--- src/lane_cfg_defs.svh ---
/*
 Offsets, reset values, field positions and codes of the lane conditioning
 configuration registers. Assumes it is included by bare name from the register bank
 module and from the bench.
*/
`ifndef LANE_CFG_DEFS_SVH
`define LANE_CFG_DEFS_SVH

`define OFS_L6_DEEMPH      8'h3C
`define OFS_L6_IDLE_THR    8'h3D
`define OFS_L7_IDLE_RATE   8'h40
`define OFS_L7_RX_BOOST    8'h41
`define OFS_L7_SWING       8'h42

`define RST_L6_DEEMPH      8'h03
`define RST_L6_IDLE_THR    8'h00
`define RST_L7_IDLE_RATE   8'h00
`define RST_L7_RX_BOOST    8'h20
`define RST_L7_SWING       8'h03

`define RDATA_NONE         8'h00

`define DEEMPH_TYPE_BIT    7
`define DEEMPH_LVL_MSB     6
`define DEEMPH_LVL_LSB     0
`define DEEMPH_0DB         8'h01
`define DEEMPH_3P5DB       8'h38
`define DEEMPH_6DB         8'h88
`define DEEMPH_9DB         8'h90
`define DEEMPH_12DB        8'hA0
`define DEEMPH_RESERVED    8'hC0

`define THR_DEASSERT_MSB   3
`define THR_DEASSERT_LSB   2
`define THR_ASSERT_MSB     1
`define THR_ASSERT_LSB     0

`define IDLE_AUTO_BIT      5
`define IDLE_SEL_BIT       4
`define RATE_AUTO_BIT      1
`define RATE_SEL_BIT       0

`define EQ_FIELD_MSB       5
`define EQ_EN_BIT          5
`define EQ_GST_MSB         4
`define EQ_GST_LSB         3
`define EQ_BST_MSB         2
`define EQ_BST_LSB         0
`define EQ_BYPASS          6'h20
`define EQ_PRE_0           6'h2A
`define EQ_PRE_1           6'h30
`define EQ_PRE_2           6'h31
`define EQ_PRE_3           6'h38
`define EQ_PRE_4           6'h34
`define EQ_PRE_5           6'h35
`define EQ_PRE_6           6'h3A
`define EQ_PRE_7           6'h3C

`define SWING_MSB          5
`define SWING_WR_MASK      8'h3F
`define SWING_600MV        6'h03
`define SWING_800MV        6'h07
`define SWING_1000MV       6'h0F
`define SWING_1200MV       6'h1F
`define SWING_1400MV       6'h3F

`endif

--- src/lane_cfg_pkg.sv ---
/*
 Types shared by the lane conditioning register bank. Assumes the defs header
 is on the include path.
*/
package lane_cfg_pkg;

	// One-hot de-emphasis strength classes decoded from the whole byte.
	typedef enum logic [5:0]
	{
		DS_0DB    = 6'h01,
		DS_3P5DB  = 6'h02,
		DS_6DB    = 6'h04,
		DS_9DB    = 6'h08,
		DS_12DB   = 6'h10,
		DS_UNDEF  = 6'h20
	} deemph_strength_t;

endpackage

--- src/lane_cfg_regs.sv ---
/*
 Configuration register bank for lane 6 de-emphasis and idle threshold and for
 lane 7 idle/rate select, receive boost and output swing, with decoded controls.
 Assumes the management bus front end presents one-cycle read and write strobes
 with an 8-bit register address, all synchronous to i_mclk.
*/
`timescale 1ns/1ps
`include "lane_cfg_defs.svh"

module lane_cfg_regs
(
	input  wire logic        i_mclk,
	input  wire logic        i_resetn,
	input  wire logic [7:0]  i_addr,
	input  wire logic [7:0]  i_wdata,
	input  wire logic        i_wr,
	input  wire logic        i_rd,
	output logic      [7:0]  o_rdata,
	output logic             o_rack,
	output logic             o_l6_deemph_enhanced,
	output logic      [6:0]  o_l6_deemphasis_level,
	output logic      [5:0]  o_l6_deemph_strength,
	output logic      [1:0]  o_l6_idle_deassert_thr,
	output logic      [1:0]  o_l6_idle_assert_thr,
	output logic             o_l7_idle_auto,
	output logic             o_l7_output_mute,
	output logic             o_l7_signal_detect_en,
	output logic             o_l7_rate_auto,
	output logic             o_l7_rate_high,
	output logic             o_l7_receive_boost_en,
	output logic      [1:0]  o_l7_gain_stage,
	output logic      [2:0]  o_l7_boost_level,
	output logic             o_l7_eq_bypass,
	output logic             o_l7_eq_preset,
	output logic      [5:0]  o_l7_output_swing,
	output logic             o_l7_swing_valid
);

	logic [7:0] l6_deemph;
	logic [7:0] l6_idle_thr;
	logic [7:0] l7_idle_rate;
	logic [7:0] l7_rx_boost;
	logic [7:0] l7_swing;
	logic [7:0] next_l6_deemph;
	logic [7:0] next_l6_idle_thr;
	logic [7:0] next_l7_idle_rate;
	logic [7:0] next_l7_rx_boost;
	logic [7:0] next_l7_swing;
	logic [7:0] next_rdata;
	logic       next_rack;
	logic [5:0] next_strength;
	logic       next_mute;
	logic       next_rate_high;
	logic       next_preset;
	logic       next_swing_valid;

	function automatic logic [5:0] deemph_decode(input logic [7:0] code);
		logic [5:0] s;
		s = lane_cfg_pkg::DS_UNDEF;
		unique case (code)
			`DEEMPH_0DB:   s = lane_cfg_pkg::DS_0DB;
			`DEEMPH_3P5DB: s = lane_cfg_pkg::DS_3P5DB;
			`DEEMPH_6DB:   s = lane_cfg_pkg::DS_6DB;
			`DEEMPH_9DB:   s = lane_cfg_pkg::DS_9DB;
			`DEEMPH_12DB:  s = lane_cfg_pkg::DS_12DB;
			default:       s = lane_cfg_pkg::DS_UNDEF;
		endcase
		return s;
	endfunction

	function automatic logic eq_is_preset(input logic [5:0] f);
		return (f == `EQ_PRE_0) || (f == `EQ_PRE_1) || (f == `EQ_PRE_2) ||
		       (f == `EQ_PRE_3) || (f == `EQ_PRE_4) || (f == `EQ_PRE_5) ||
		       (f == `EQ_PRE_6) || (f == `EQ_PRE_7);
	endfunction

	function automatic logic swing_is_valid(input logic [5:0] f);
		return (f == `SWING_600MV) || (f == `SWING_800MV) || (f == `SWING_1000MV) ||
		       (f == `SWING_1200MV) || (f == `SWING_1400MV);
	endfunction

	always_comb
	begin
		next_l6_deemph    = l6_deemph;
		next_l6_idle_thr  = l6_idle_thr;
		next_l7_idle_rate = l7_idle_rate;
		next_l7_rx_boost  = l7_rx_boost;
		next_l7_swing     = l7_swing;
		if (i_wr)
		begin
			// Each offset loads its own register only.
			unique case (i_addr)
				`OFS_L6_DEEMPH:    next_l6_deemph    = i_wdata;
				`OFS_L6_IDLE_THR:  next_l6_idle_thr  = i_wdata;
				`OFS_L7_IDLE_RATE: next_l7_idle_rate = i_wdata;
				`OFS_L7_RX_BOOST:  next_l7_rx_boost  = i_wdata;
				// Bits 7:6 of the swing register are read-only zero.
				`OFS_L7_SWING:     next_l7_swing     = i_wdata & `SWING_WR_MASK;
				default:           next_l6_deemph    = l6_deemph;
			endcase
		end
		next_rack  = i_rd;
		next_rdata = `RDATA_NONE;
		if (i_rd)
		begin
			unique case (i_addr)
				`OFS_L6_DEEMPH:    next_rdata = l6_deemph;
				`OFS_L6_IDLE_THR:  next_rdata = l6_idle_thr;
				`OFS_L7_IDLE_RATE: next_rdata = l7_idle_rate;
				`OFS_L7_RX_BOOST:  next_rdata = l7_rx_boost;
				`OFS_L7_SWING:     next_rdata = l7_swing;
				default:           next_rdata = `RDATA_NONE;
			endcase
		end
		next_strength = deemph_decode(next_l6_deemph);
		// Automatic idle detection overrides the manual select.
		next_mute = ~next_l7_idle_rate[`IDLE_AUTO_BIT] &
		            next_l7_idle_rate[`IDLE_SEL_BIT];
		next_rate_high = ~next_l7_idle_rate[`RATE_AUTO_BIT] &
		                 next_l7_idle_rate[`RATE_SEL_BIT];
		next_preset      = eq_is_preset(next_l7_rx_boost[`EQ_FIELD_MSB:0]);
		next_swing_valid = swing_is_valid(next_l7_swing[`SWING_MSB:0]);
	end

	always_ff @(posedge i_mclk or negedge i_resetn)
	begin
		if (!i_resetn)
		begin
			l6_deemph              <= `RST_L6_DEEMPH;
			l6_idle_thr            <= `RST_L6_IDLE_THR;
			l7_idle_rate           <= `RST_L7_IDLE_RATE;
			l7_rx_boost            <= `RST_L7_RX_BOOST;
			l7_swing               <= `RST_L7_SWING;
			o_rdata                <= `RDATA_NONE;
			o_rack                 <= 1'b0;
			o_l6_deemph_enhanced   <= 1'(`RST_L6_DEEMPH >> `DEEMPH_TYPE_BIT);
			o_l6_deemphasis_level  <= 7'(`RST_L6_DEEMPH);
			o_l6_deemph_strength   <= lane_cfg_pkg::DS_UNDEF;
			o_l6_idle_deassert_thr <= 2'h0;
			o_l6_idle_assert_thr   <= 2'h0;
			o_l7_idle_auto         <= 1'b0;
			o_l7_output_mute       <= 1'b0;
			o_l7_signal_detect_en  <= 1'b0;
			o_l7_rate_auto         <= 1'b0;
			o_l7_rate_high         <= 1'b0;
			o_l7_receive_boost_en  <= 1'(`RST_L7_RX_BOOST >> `EQ_EN_BIT);
			o_l7_gain_stage        <= 2'h0;
			o_l7_boost_level       <= 3'h0;
			o_l7_eq_bypass         <= 1'b1;
			o_l7_eq_preset         <= 1'b0;
			o_l7_output_swing      <= `SWING_600MV;
			o_l7_swing_valid       <= 1'b1;
		end
		else
		begin
			l6_deemph              <= next_l6_deemph;
			l6_idle_thr            <= next_l6_idle_thr;
			l7_idle_rate           <= next_l7_idle_rate;
			l7_rx_boost            <= next_l7_rx_boost;
			l7_swing               <= next_l7_swing;
			o_rdata                <= next_rdata;
			o_rack                 <= next_rack;
			o_l6_deemph_enhanced   <= next_l6_deemph[`DEEMPH_TYPE_BIT];
			o_l6_deemphasis_level  <= next_l6_deemph[`DEEMPH_LVL_MSB:`DEEMPH_LVL_LSB];
			o_l6_deemph_strength   <= next_strength;
			o_l6_idle_deassert_thr <= next_l6_idle_thr[`THR_DEASSERT_MSB:`THR_DEASSERT_LSB];
			o_l6_idle_assert_thr   <= next_l6_idle_thr[`THR_ASSERT_MSB:`THR_ASSERT_LSB];
			o_l7_idle_auto         <= next_l7_idle_rate[`IDLE_AUTO_BIT];
			o_l7_output_mute       <= next_mute;
			// Signal detect runs only under automatic idle control.
			o_l7_signal_detect_en  <= next_l7_idle_rate[`IDLE_AUTO_BIT];
			o_l7_rate_auto         <= next_l7_idle_rate[`RATE_AUTO_BIT];
			o_l7_rate_high         <= next_rate_high;
			o_l7_receive_boost_en  <= next_l7_rx_boost[`EQ_EN_BIT];
			o_l7_gain_stage        <= next_l7_rx_boost[`EQ_GST_MSB:`EQ_GST_LSB];
			o_l7_boost_level       <= next_l7_rx_boost[`EQ_BST_MSB:`EQ_BST_LSB];
			o_l7_eq_bypass         <= (next_l7_rx_boost[`EQ_FIELD_MSB:0] == `EQ_BYPASS);
			o_l7_eq_preset         <= next_preset;
			o_l7_output_swing      <= next_l7_swing[`SWING_MSB:0];
			o_l7_swing_valid       <= next_swing_valid;
		end
	end
endmodule

--- config.mk ---
export PLATFORM = sky130hd
export DESIGN_NAME = lane_cfg_regs
export DESIGN_NICKNAME = d
export VERILOG_FILES = /design/src/lane_cfg_pkg.sv /design/src/lane_cfg_regs.sv
export VERILOG_INCLUDE_DIRS = /design/src /design/src/src
export SDC_FILE = /design/constraint.sdc
export NUM_CORES = 1
export LEC_CHECK = 0
export BUFFER_PORTS_ARGS = -buffer_cell sky130_fd_sc_hd__clkbuf_2
export CAP_MARGIN = 15
export CORE_MARGIN = 5
export CORE_UTILIZATION = 45
export DETAILED_ROUTE_END_ITERATION = 8
export PLACE_DENSITY = 0.8
export REMOVE_ABC_BUFFERS = 1
export SLEW_MARGIN = 20
export SYNTH_ARGS = -nofsm -noshare
export SYNTH_HDL_FRONTEND = slang
export SYNTH_SLANG_ARGS = --single-unit
--- constraint.sdc ---
create_clock -name i_mclk -period 1.7 [get_ports i_mclk]
set_input_delay 0.425 -clock i_mclk [delete_from_list [all_inputs] [get_ports i_mclk]]
set_output_delay 0.425 -clock i_mclk [all_outputs]
set_load 0.02 [all_outputs]
==> impl_metrics.tcl, run 1 <==
set metrics [dict create \
    r2r_start "l6_deemph[2]" \
    p_sw_mw 0.812 \
    leakage_nw 1.82 \
    dr.pass1.iters 4 \
    dp_hpwl_um 5620 \
    hp-class "input port to asynchronous set/reset pin" \
    hold_slack_ps 88.0 \
    tritoncts "yes" \
    synthAdderAreaFrac_pct 0 \
    stdcell_count 414 \
    tns_ps -1390 \
    seqPwrFrac_pct 50.5 \
    vias 2395 \
    io_pins 67 \
    portBuffers 66 \
    ys_seq_area_share_pct 51.7 \
    antenna_found_initial 0 \
    grt_pass1_vias 2426 \
    finClkSkew_ps 10.3 \
    maxSlewViolCount 0 \
    start_util_pct 46.9 \
    violations "setup timing" \
    yosysUniqueCellTypes 44 \
    coreArea_mm2 0.00603 \
    r2r_slack_ps 200 \
    dp.cells 396 \
    layout-drive-gt1-share_pct 52.2 \
    synth_area_mm2 0.00283 \
    clkTransAtPathRegs_ps 70 \
    rr_endpoint "o_l6_deemph_strength[4]" \
    area_growth_pct 30.8 \
    numCtsBuffers 9 \
    synth_enable_flop_cells 0 \
    layout_commonest_cell "clkbuf_2" \
    place_congestion 0.914 \
    grt_setup_unrepaired "true" \
    routed_wl_um 7920 \
    ir_drop_mv 0.424 \
    grt_pass1_wl_um 12500 \
    final_core_util_pct 61.3 \
    crit_chain "buf_6 -> or4b_4 -> or4_4 -> mux2_4 -> nor3_2" \
    die_w_um 89.2 \
    crit_fanout 7 \
    fin_crit_ps 1830 \
    drc 0 \
    drt_first_iter_violations 183 \
    cts_root_buf "clkbuf_8" \
    grt_overflow 0 \
    num_rows 28 \
    setup_viol 20 \
    cp.depth 5 \
    final_cell_mix "clkbuf_2 (65), dfrtp_1 (50), buf_4 (31)" \
    antenna_cells 0 \
    path_delay_family "simple AND/OR/NAND/NOR gates" \
    cts.sinks 58 \
    max-cap-violations 0 \
    wl_per_cell_um 19.1 \
    crit_path_start "i_addr[4]" \
    ys_ff_latch 58 \
    syn_area_per_cell_um2 11.6 \
    htreeDepth 3 \
    synth_compound_area_share_pct 10.1 \
    layout_setup_ws_ps -132 \
    post_dp_cell_area_mm2 0.00340 \
    clkPwrFrac_pct 37.5 \
    grt_max_degree 59 \
    grt_use_total_pct 20.9 \
    pwr-share-comb_pct 12.0 \
    vias_per_cell 5.79 \
    synth-xor-area-share_pct 0.620 \
    synthArstFlopShare_pct 100 \
    rr_worst_depth 4 \
    cp.arrival_ps 2090 \
    power_mw 2.96 \
    slowest_delay_ps 550 \
    hold_viol_final 0 \
    status "finished, violations left" \
    ys_warn_count 0 \
    fin_area_mm2 0.00369 \
    cp-end-kind "flip-flop" \
    powerDensity_mw_per_mm2 800 \
    max_freq_mhz 546 \
    syn_inst 244 \
    clockBufferDepth 2 \
    max_slew_margin_pct 74.7 \
    die-height_um 89.2 \
    dieArea_mm2 0.00796 \
    finalCritPeriodShare_pct 108 \
    place_ws_ps -606 \
    clk-insertion-delay-late_ps 340 \
    crit_path_end "o_l7_eq_bypass" \
    ant_nets 0 \
    worst_pin_slew_ps 374 \
    ys.flop_type "dfrtp_1" \
    swShare_pct 27.5 \
    cp_num_buf_inv 1 \
    cts_hold_buf 0 \
    start_kind "input port" \
    synth_top_family_by_area "multiplexers" \
    synth_mux_area_share_pct 16.2 \
    yosys.area_share.simple_pct 15.6 \
    worstSetupPathType "input port to flip-flop" \
    required_ps 1960 \
    nets 354 \
    slowest_stage "or4b_4" \
    p_int_mw 2.14 \
]
Yosys cell counts (2+ instances only):
master | number | share of area [%]
a22oi_1 | 16 | 4.3
nor4b_1 | 3 | 0.93
inv_1 | 7 | 0.93
a311oi_1 | 6 | 1.9
o21ai_0 | 8 | 1.4
buf_4 | 10 | 2.7
buf_2 | 2 | 0.35
nand4_1 | 6 | 1.3
and3_1 | 2 | 0.44
nor3_2 | 2 | 0.71
clkbuf_1 | 10 | 1.3
dfstp_2 | 8 | 7.4
a211oi_1 | 4 | 1.1
mux2i_1 | 9 | 3.2
nand4b_1 | 2 | 0.62
nor4_1 | 4 | 0.89
nand3_1 | 4 | 0.71
mux2_4 | 2 | 1.1
dfrtp_1 | 50 | 44
nand2_1 | 19 | 2.5
nand2b_1 | 6 | 1.3
nor3_1 | 5 | 0.89
nor3b_1 | 3 | 0.80
xor2_1 | 2 | 0.62
nor2_1 | 6 | 0.80
mux2_2 | 30 | 12
power groups by stage:
stage	Clock (mW)	Sequential [mW]	Combinational [mW]
floorplan	0	1.55	0.104
global placement	0	1.51	0.331
detailed placement	0	1.51	0.341
CTS	1.11	1.49	0.350
global route	1.19	1.50	0.382
finish	1.11	1.49	0.355
flip-flops by register name (all words and copies together), names as in the netlist, 2 cells and up:
| signal | flops |
|---|---|
| l6_deemph | 8 |
| o_l6_deemph_strength | 6 |
| l7_rx_boost | 5 |
| l7_idle_rate | 8 |
| o_rdata | 8 |
| l7_swing | 6 |
| o_l7_boost_level | 2 |
| l6_idle_thr | 6 |
routing by layer:
metal,up-vias,wire length [µm],GRT usage [%],part of all wire (%)
met3,31,448,5.25,5.7
met4,0,349,11.8,4.4
met1,1196,3140,25.7,40
li1,1072,-,-,-
met5,-,0,0,0
met2,96,3980,33.5,50
kinds of logic after synthesis:
logic type | count (synthesis)
and+or+nand+nor | 73
xor gates and xnor gates | 2
muxes | 41
buffers and inverters | 31
DFF | 58
AOI/OAI and AO/OA | 39
how the worst min path moves through the flow:
stage	from	end	cells past startpoint
after floorplan	i_resetn	l6_deemph[2]	0
after global placement	i_resetn	o_l6_deemph_strength[4]	2
after CTS	i_resetn	o_l6_deemph_strength[1]	2
after detailed placement	i_resetn	o_l6_deemph_strength[3]	2
after global routing	i_resetn	o_l6_deemph_strength[3]	2
final	i_resetn	l6_deemph[6]	2
repair_timing:
| item | 4_1_cts | 5_1_grt |
|---|---|---|
| gates resized for setup | 11 | 10 |
| buffers inserted | 2 | 0 |
| endpoints found under the setup margin | 31 | 28 |
| pin swaps | 11 | 5 |
final cells by class:
cell class              count  area, µm²
clock buffers              11        141
inverters                   7       26.3
clock inverters             5       30.0
repair buffers            103        654
fillers                   481       2330
well taps                  75       93.8
flip-flops and latches     58       1460
multi-input cells         155       1290
Note: power is estimated with default switching activity, not from simulation.
==> run 2: changes to the inputs <==
ABC_AREA = 1   (was not set)
HOLD_SLACK_MARGIN = 0.1   (was not set)
==> impl_metrics.tcl, run 2 <==
set metrics [dict create \
    yosysUniqueCellTypes 27 \
    vias 2492 \
    cp.arrival_ps 1820 \
    hold_viol_final 0 \
    met1_length_um 2980 \
    ant_nets 0 \
    leakage_nw 1.86 \
    ys_warn_count 0 \
    maxSlewViolCount 0 \
    portBuffers 66 \
    area_growth_pct 26.8 \
    grt_pass1_wl_um 11500 \
    antenna_cells 0 \
    grt_overflow 0 \
    dieArea_mm2 0.00781 \
    grt_pass1_vias 2546 \
    synth_top_area_share_pct 45.2 \
    finClkSkew_ps 6.28 \
    finalCritPeriodShare_pct 91.5 \
    r2r_start "l6_deemph[1]" \
    cp_num_buf_inv 3 \
    cp-end-kind "flip-flop" \
    drt_first_iter_violations 188 \
    numCtsBuffers 9 \
    required_ps 1970 \
    place_congestion 0.865 \
    fin_crit_ps 1560 \
    synthArstFlopShare_pct 100 \
    hold_slack_ps 242 \
    routed.top_layer "met4" \
    antenna_found_initial 0 \
    final_cell_mix "nand2_1 (83), clkbuf_2 (66), dfrtp_1 (50)" \
    powerDensity_mw_per_mm2 888 \
    synth.most_common_cell "nand2_1" \
    hp-class "input port to flip-flop" \
    cts_root_buf "clkbuf_8" \
    start_util_pct 46.4 \
    layout_commonest_cell "nand2_1" \
    worstSetupPathType "input port to flip-flop" \
    syn_area_per_cell_um2 8.35 \
    start_kind "input port" \
    die-height_um 88.4 \
    worst_pin_slew_ps 318 \
    clkTransAtPathRegs_ps 70 \
    post_cts_buffers 0 \
    die_w_um 88.4 \
    dr.pass1.iters 5 \
    synthTopCellsByArea "dfrtp_1 (45%), nand2_1 (11%), dfstp_2 (7.6%)" \
    cts.sinks 58 \
    cts.repair.resized 0 \
    met3_length_um 441 \
    clockBufferDepth 2 \
    grt_max_degree 59 \
    grt_use_total_pct 19.3 \
    slowest_delay_ps 230 \
    layout_setup_ws_ps 144 \
    nets 439 \
    dr_wl_met2_um 3280 \
    syn_inst 331 \
    reg_top3 "l6_deemph (8), l7_idle_rate (8), o_rdata (8)" \
    num_rows 28 \
    tns_ps 0 \
    tritoncts "yes" \
    ys.flop_type "dfrtp_1" \
    yosys-top-cells-count "nand2_1 (83), dfrtp_1 (50), inv_1 (47)" \
    ir_drop_mv 0.480 \
    yosys.area.top_type "dfrtp_1" \
    drc 0 \
    max_slew_margin_pct 78.7 \
    max_freq_mhz 643 \
    dp_hpwl_um 5130 \
    min-delay-start "i_rd" \
    slowest_stage "nor2_4" \
    synth_area_mm2 0.00277 \
    crit_path_start "i_addr[7]" \
    vias_per_cell 4.99 \
    grt_setup_unrepaired "false" \
    max-cap-violations 0 \
    routed_wl_um 6890 \
    path_delay_family "simple AND/OR/NAND/NOR gates" \
    place_ws_ps -182 \
    ys_seq_area_share_pct 52.9 \
    io_pins 67 \
    cts_hold_buf 1 \
    ys_ff_latch 58 \
    synth_enable_flop_cells 0 \
    clk-insertion-delay-late_ps 330 \
    coreArea_mm2 0.00596 \
    htreeDepth 3 \
    status "finished, final reports clean" \
    wl_per_cell_um 13.8 \
    path_common_cell "nand2_1" \
    crit_chain "clkbuf_2 -> inv_1 -> nand2_1 -> nor3_4 -> buf_4 -> nand2_2 -> nor2_4 -> nand2_1 -> o21ai_1 -> nand2_1 -> o21ai_1 -> nor2_1" \
    setup_viol 0 \
    layout-drive-gt1-share_pct 32.1 \
    crit_fanout 12 \
]
==> run 2: final timing paths <==
path,slack [ps],endpoint,cells past startpoint
max,140,o_l7_swing_valid,12
min,240,o_rack,1
max reg2reg,500,o_l6_deemph_strength[5],8
min reg2reg,490,l7_rx_boost[6],2
max in group asynchronous,760,l7_swing[1],3
min in group asynchronous,620,l7_swing[2],3
==> run 2: cells by family after synthesis <==
group | share of synthesized area (%)
AND/OR/NAND/NOR | 25.8
buffers and inverters | 11.3
flip-flops | 52.9
AO/OA/AOI/OAI | 10.0
==> run 2: stage by stage <==
step                std cells  utilization [%]  cell area, µm²  power (mW)
floorplan                 312                -            2640        1.66
global placement          482             55.3            3290        1.84
detailed placement        482             55.3            3290        1.85
CTS                       499             58.9            3510        3.14
global route              499             58.9            3510        3.25
finish                    499             58.9            3510        3.11
==> run 2: layout make-up <==
cell class	instances	area [µm²]
well taps	75	93.8
clock inverters	5	52.6
repair buffers	96	571
clock buffers	11	151
inverters	49	184
multi-input cells	205	992
flip-flops and latches	58	1460
fillers	523	2450
==> run 2: per-layer routing <==
metal	vias to the layer above	GRT usage [%]
li1	1228	-
met2	91	30.8
met1	1154	24.6
met4	0	10.3
met5	-	0
met3	19	4.10
==> run 2: power by group <==
group	switching (mW)	total (mW)	internal [mW]
combinational	0.227	0.344	0.117
clock	0.540	1.29	0.748
sequential	0.0399	1.48	1.44
total	0.807	3.11	2.31
==> run 2: worst reg2reg max path, delay by kind of cell, from the launching register on <==
kind / cells / cell delay, ps
AND/OR/NAND/NOR: 7 / 550
flip-flops: 1 / 540
buffers and inverters: 1 / 60
==> run 3: changes to the inputs <==
BUFFER_PORTS_ARGS = not set   (was -buffer_cell sky130_fd_sc_hd__clkbuf_2)
CAP_MARGIN = 20   (was 15)
CTS_CLUSTER_DIAMETER = 40   (was not set)
DONT_BUFFER_PORTS = 1   (was not set)
PLACE_DENSITY = 0.71   (was 0.8)
==> impl_metrics.tcl, run 3 (same netlist as run 2, synthesis figures left out) <==
set metrics [dict create \
    ir_drop_mv 0.410 \
    setup_viol 0 \
    grt_max_degree 59 \
    finalCritPeriodShare_pct 81.3 \
    rr_endpoint "o_l6_deemph_strength[5]" \
    wl_per_cell_um 16.1 \
    io_pins 67 \
    grt_overflow 0 \
    place_congestion 0.852 \
    antenna_found_initial 0 \
    grt-busiest-layer "met2" \
    layout_setup_ws_ps 319 \
    final_core_util_pct 52.2 \
    reg_top3 "l6_deemph (8), l7_idle_rate (8), o_rdata (8)" \
    layout_commonest_cell "nand2_1" \
    num_rows 28 \
    status "finished, violations left" \
    fin_area_mm2 0.00311 \
    grt_pass1_vias 2198 \
    cts_hold_buf 1 \
    start_kind "flip-flop" \
    max-cap-violations 0 \
    cp-end-kind "output port" \
    ant_nets 0 \
    tritoncts "yes" \
    die_w_um 88.4 \
    antenna_cells 0 \
    dieArea_mm2 0.00781 \
    die-height_um 88.4 \
    dp_hpwl_um 4970 \
    dr.pass1.iters 4 \
    leakage_nw 1.54 \
    grt_use_total_pct 19.1 \
    r2r_start "l6_deemph[1]" \
    final_cell_mix "nand2_1 (83), dfrtp_1 (50), inv_1 (47)" \
    crit_fanout 3 \
    layout-drive-gt1-share_pct 16.8 \
    hp-class "input port to asynchronous set/reset pin" \
    nets 361 \
    tns_ps 0 \
    fin_crit_ps 1380 \
    powerDensity_mw_per_mm2 981 \
    violations "hold timing" \
    portBuffers 0 \
    routed_wl_um 6770 \
    post_cts_buffers 0 \
    clk-insertion-delay-late_ps 340 \
    use_met3_pct 7.08 \
    start_util_pct 46.4 \
    crit_path_start "l7_swing[0]" \
    rr_worst_depth 8 \
    post_dp_cell_area_mm2 0.00288 \
    grtUsageMet1_pct 22.5 \
    worstSetupPathType "flip-flop to output port" \
    finClkSkew_ps 10.4 \
    cts_root_buf "clkbuf_8" \
    worst_pin_slew_ps 446 \
    dp.cells 404 \
    vias_per_cell 5.21 \
    hold_viol_final 58 \
    stdcell_count 421 \
    grt_pass1_wl_um 11000 \
    area_growth_pct 12.4 \
    required_ps 1270 \
    cp.arrival_ps 960 \
    max_freq_mhz 724 \
    use_met2_pct 30.9 \
    clockBufferDepth 2 \
    drc 0 \
    drt_first_iter_violations 109 \
    coreArea_mm2 0.00596 \
    vias 2193 \
    cp.depth 0 \
    max_slew_margin_pct 70.2 \
    hold_slack_ps -222 \
    grt_setup_unrepaired "false" \
    clkTransAtPathRegs_ps 70 \
    htreeDepth 3 \
    crit_path_end "o_l7_output_swing[0]" \
    maxSlewViolCount 0 \
    numCtsBuffers 9 \
    r2r_slack_ps 380 \
    place_ws_ps -11.7 \
    cts.sinks 58 \
]
-- run 3: cell count changes in the layout (fill, tap and decap cells not counted) --
cell and change:
clkinv_2 -1, clkbuf_8 +1, clkinvlp_4 -1, clkinv_4 +1
buf_12 +1, clkbuf_2 -66, buf_4 -13
-- run 3: final cells by class --
class	count	area, µm²
Clock buffer	12	165
Clock inverter	4	48.8
Fill cell	543	2850
Inverter	49	184
Multi-Input combinational cell	205	992
Sequential cell	58	1460
Tap cell	75	93.8
Timing Repair Buffer	18	163
-- run 3: metal layers --
metal  part of all wire [%]  up-vias
met1                     39     1033
met3                    9.7       14
met2                     48       76
met4                    2.8        0
li1                       -     1070
met5                      0        -
-- run 3: through the flow --
step | hold slack, ps | power, mW
final | -222 | 3.05
after CTS | -241 | 3.07
after global routing | -248 | 3.16
after detailed placement | 131 | 1.73
after global placement | 131 | 1.73
after floorplan | 129 | 1.66
-- run 3: report_power, final --
part | internal (mW) | leakage (nW) | switching (mW) | total (mW)
registers | 1.44 | 0.726 | 0.101 | 1.54
clock network | 0.794 | 0.112 | 0.547 | 1.34
logic | 0.0617 | 0.696 | 0.105 | 0.166
total | 2.30 | 1.54 | 0.752 | 3.05
-- run 3: timing repair --
action,CTS,global route
hold endpoints to repair,59,58
endpoints found under the setup margin,0,0
resized for setup,0,0
-- run 3: worst min-delay path by stage --
stage	start	end	slack (ps)	cells past startpoint
CTS	i_resetn	l7_rx_boost[2]	-240	0
detailed placement	i_resetn	o_l7_boost_level[1]	130	0
finish	i_resetn	o_l6_idle_deassert_thr[0]	-220	0
global route	i_resetn	o_l7_gain_stage[0]	-250	0
floorplan	i_resetn	l6_deemph[2]	130	0
global placement	i_resetn	o_l7_boost_level[1]	130	0
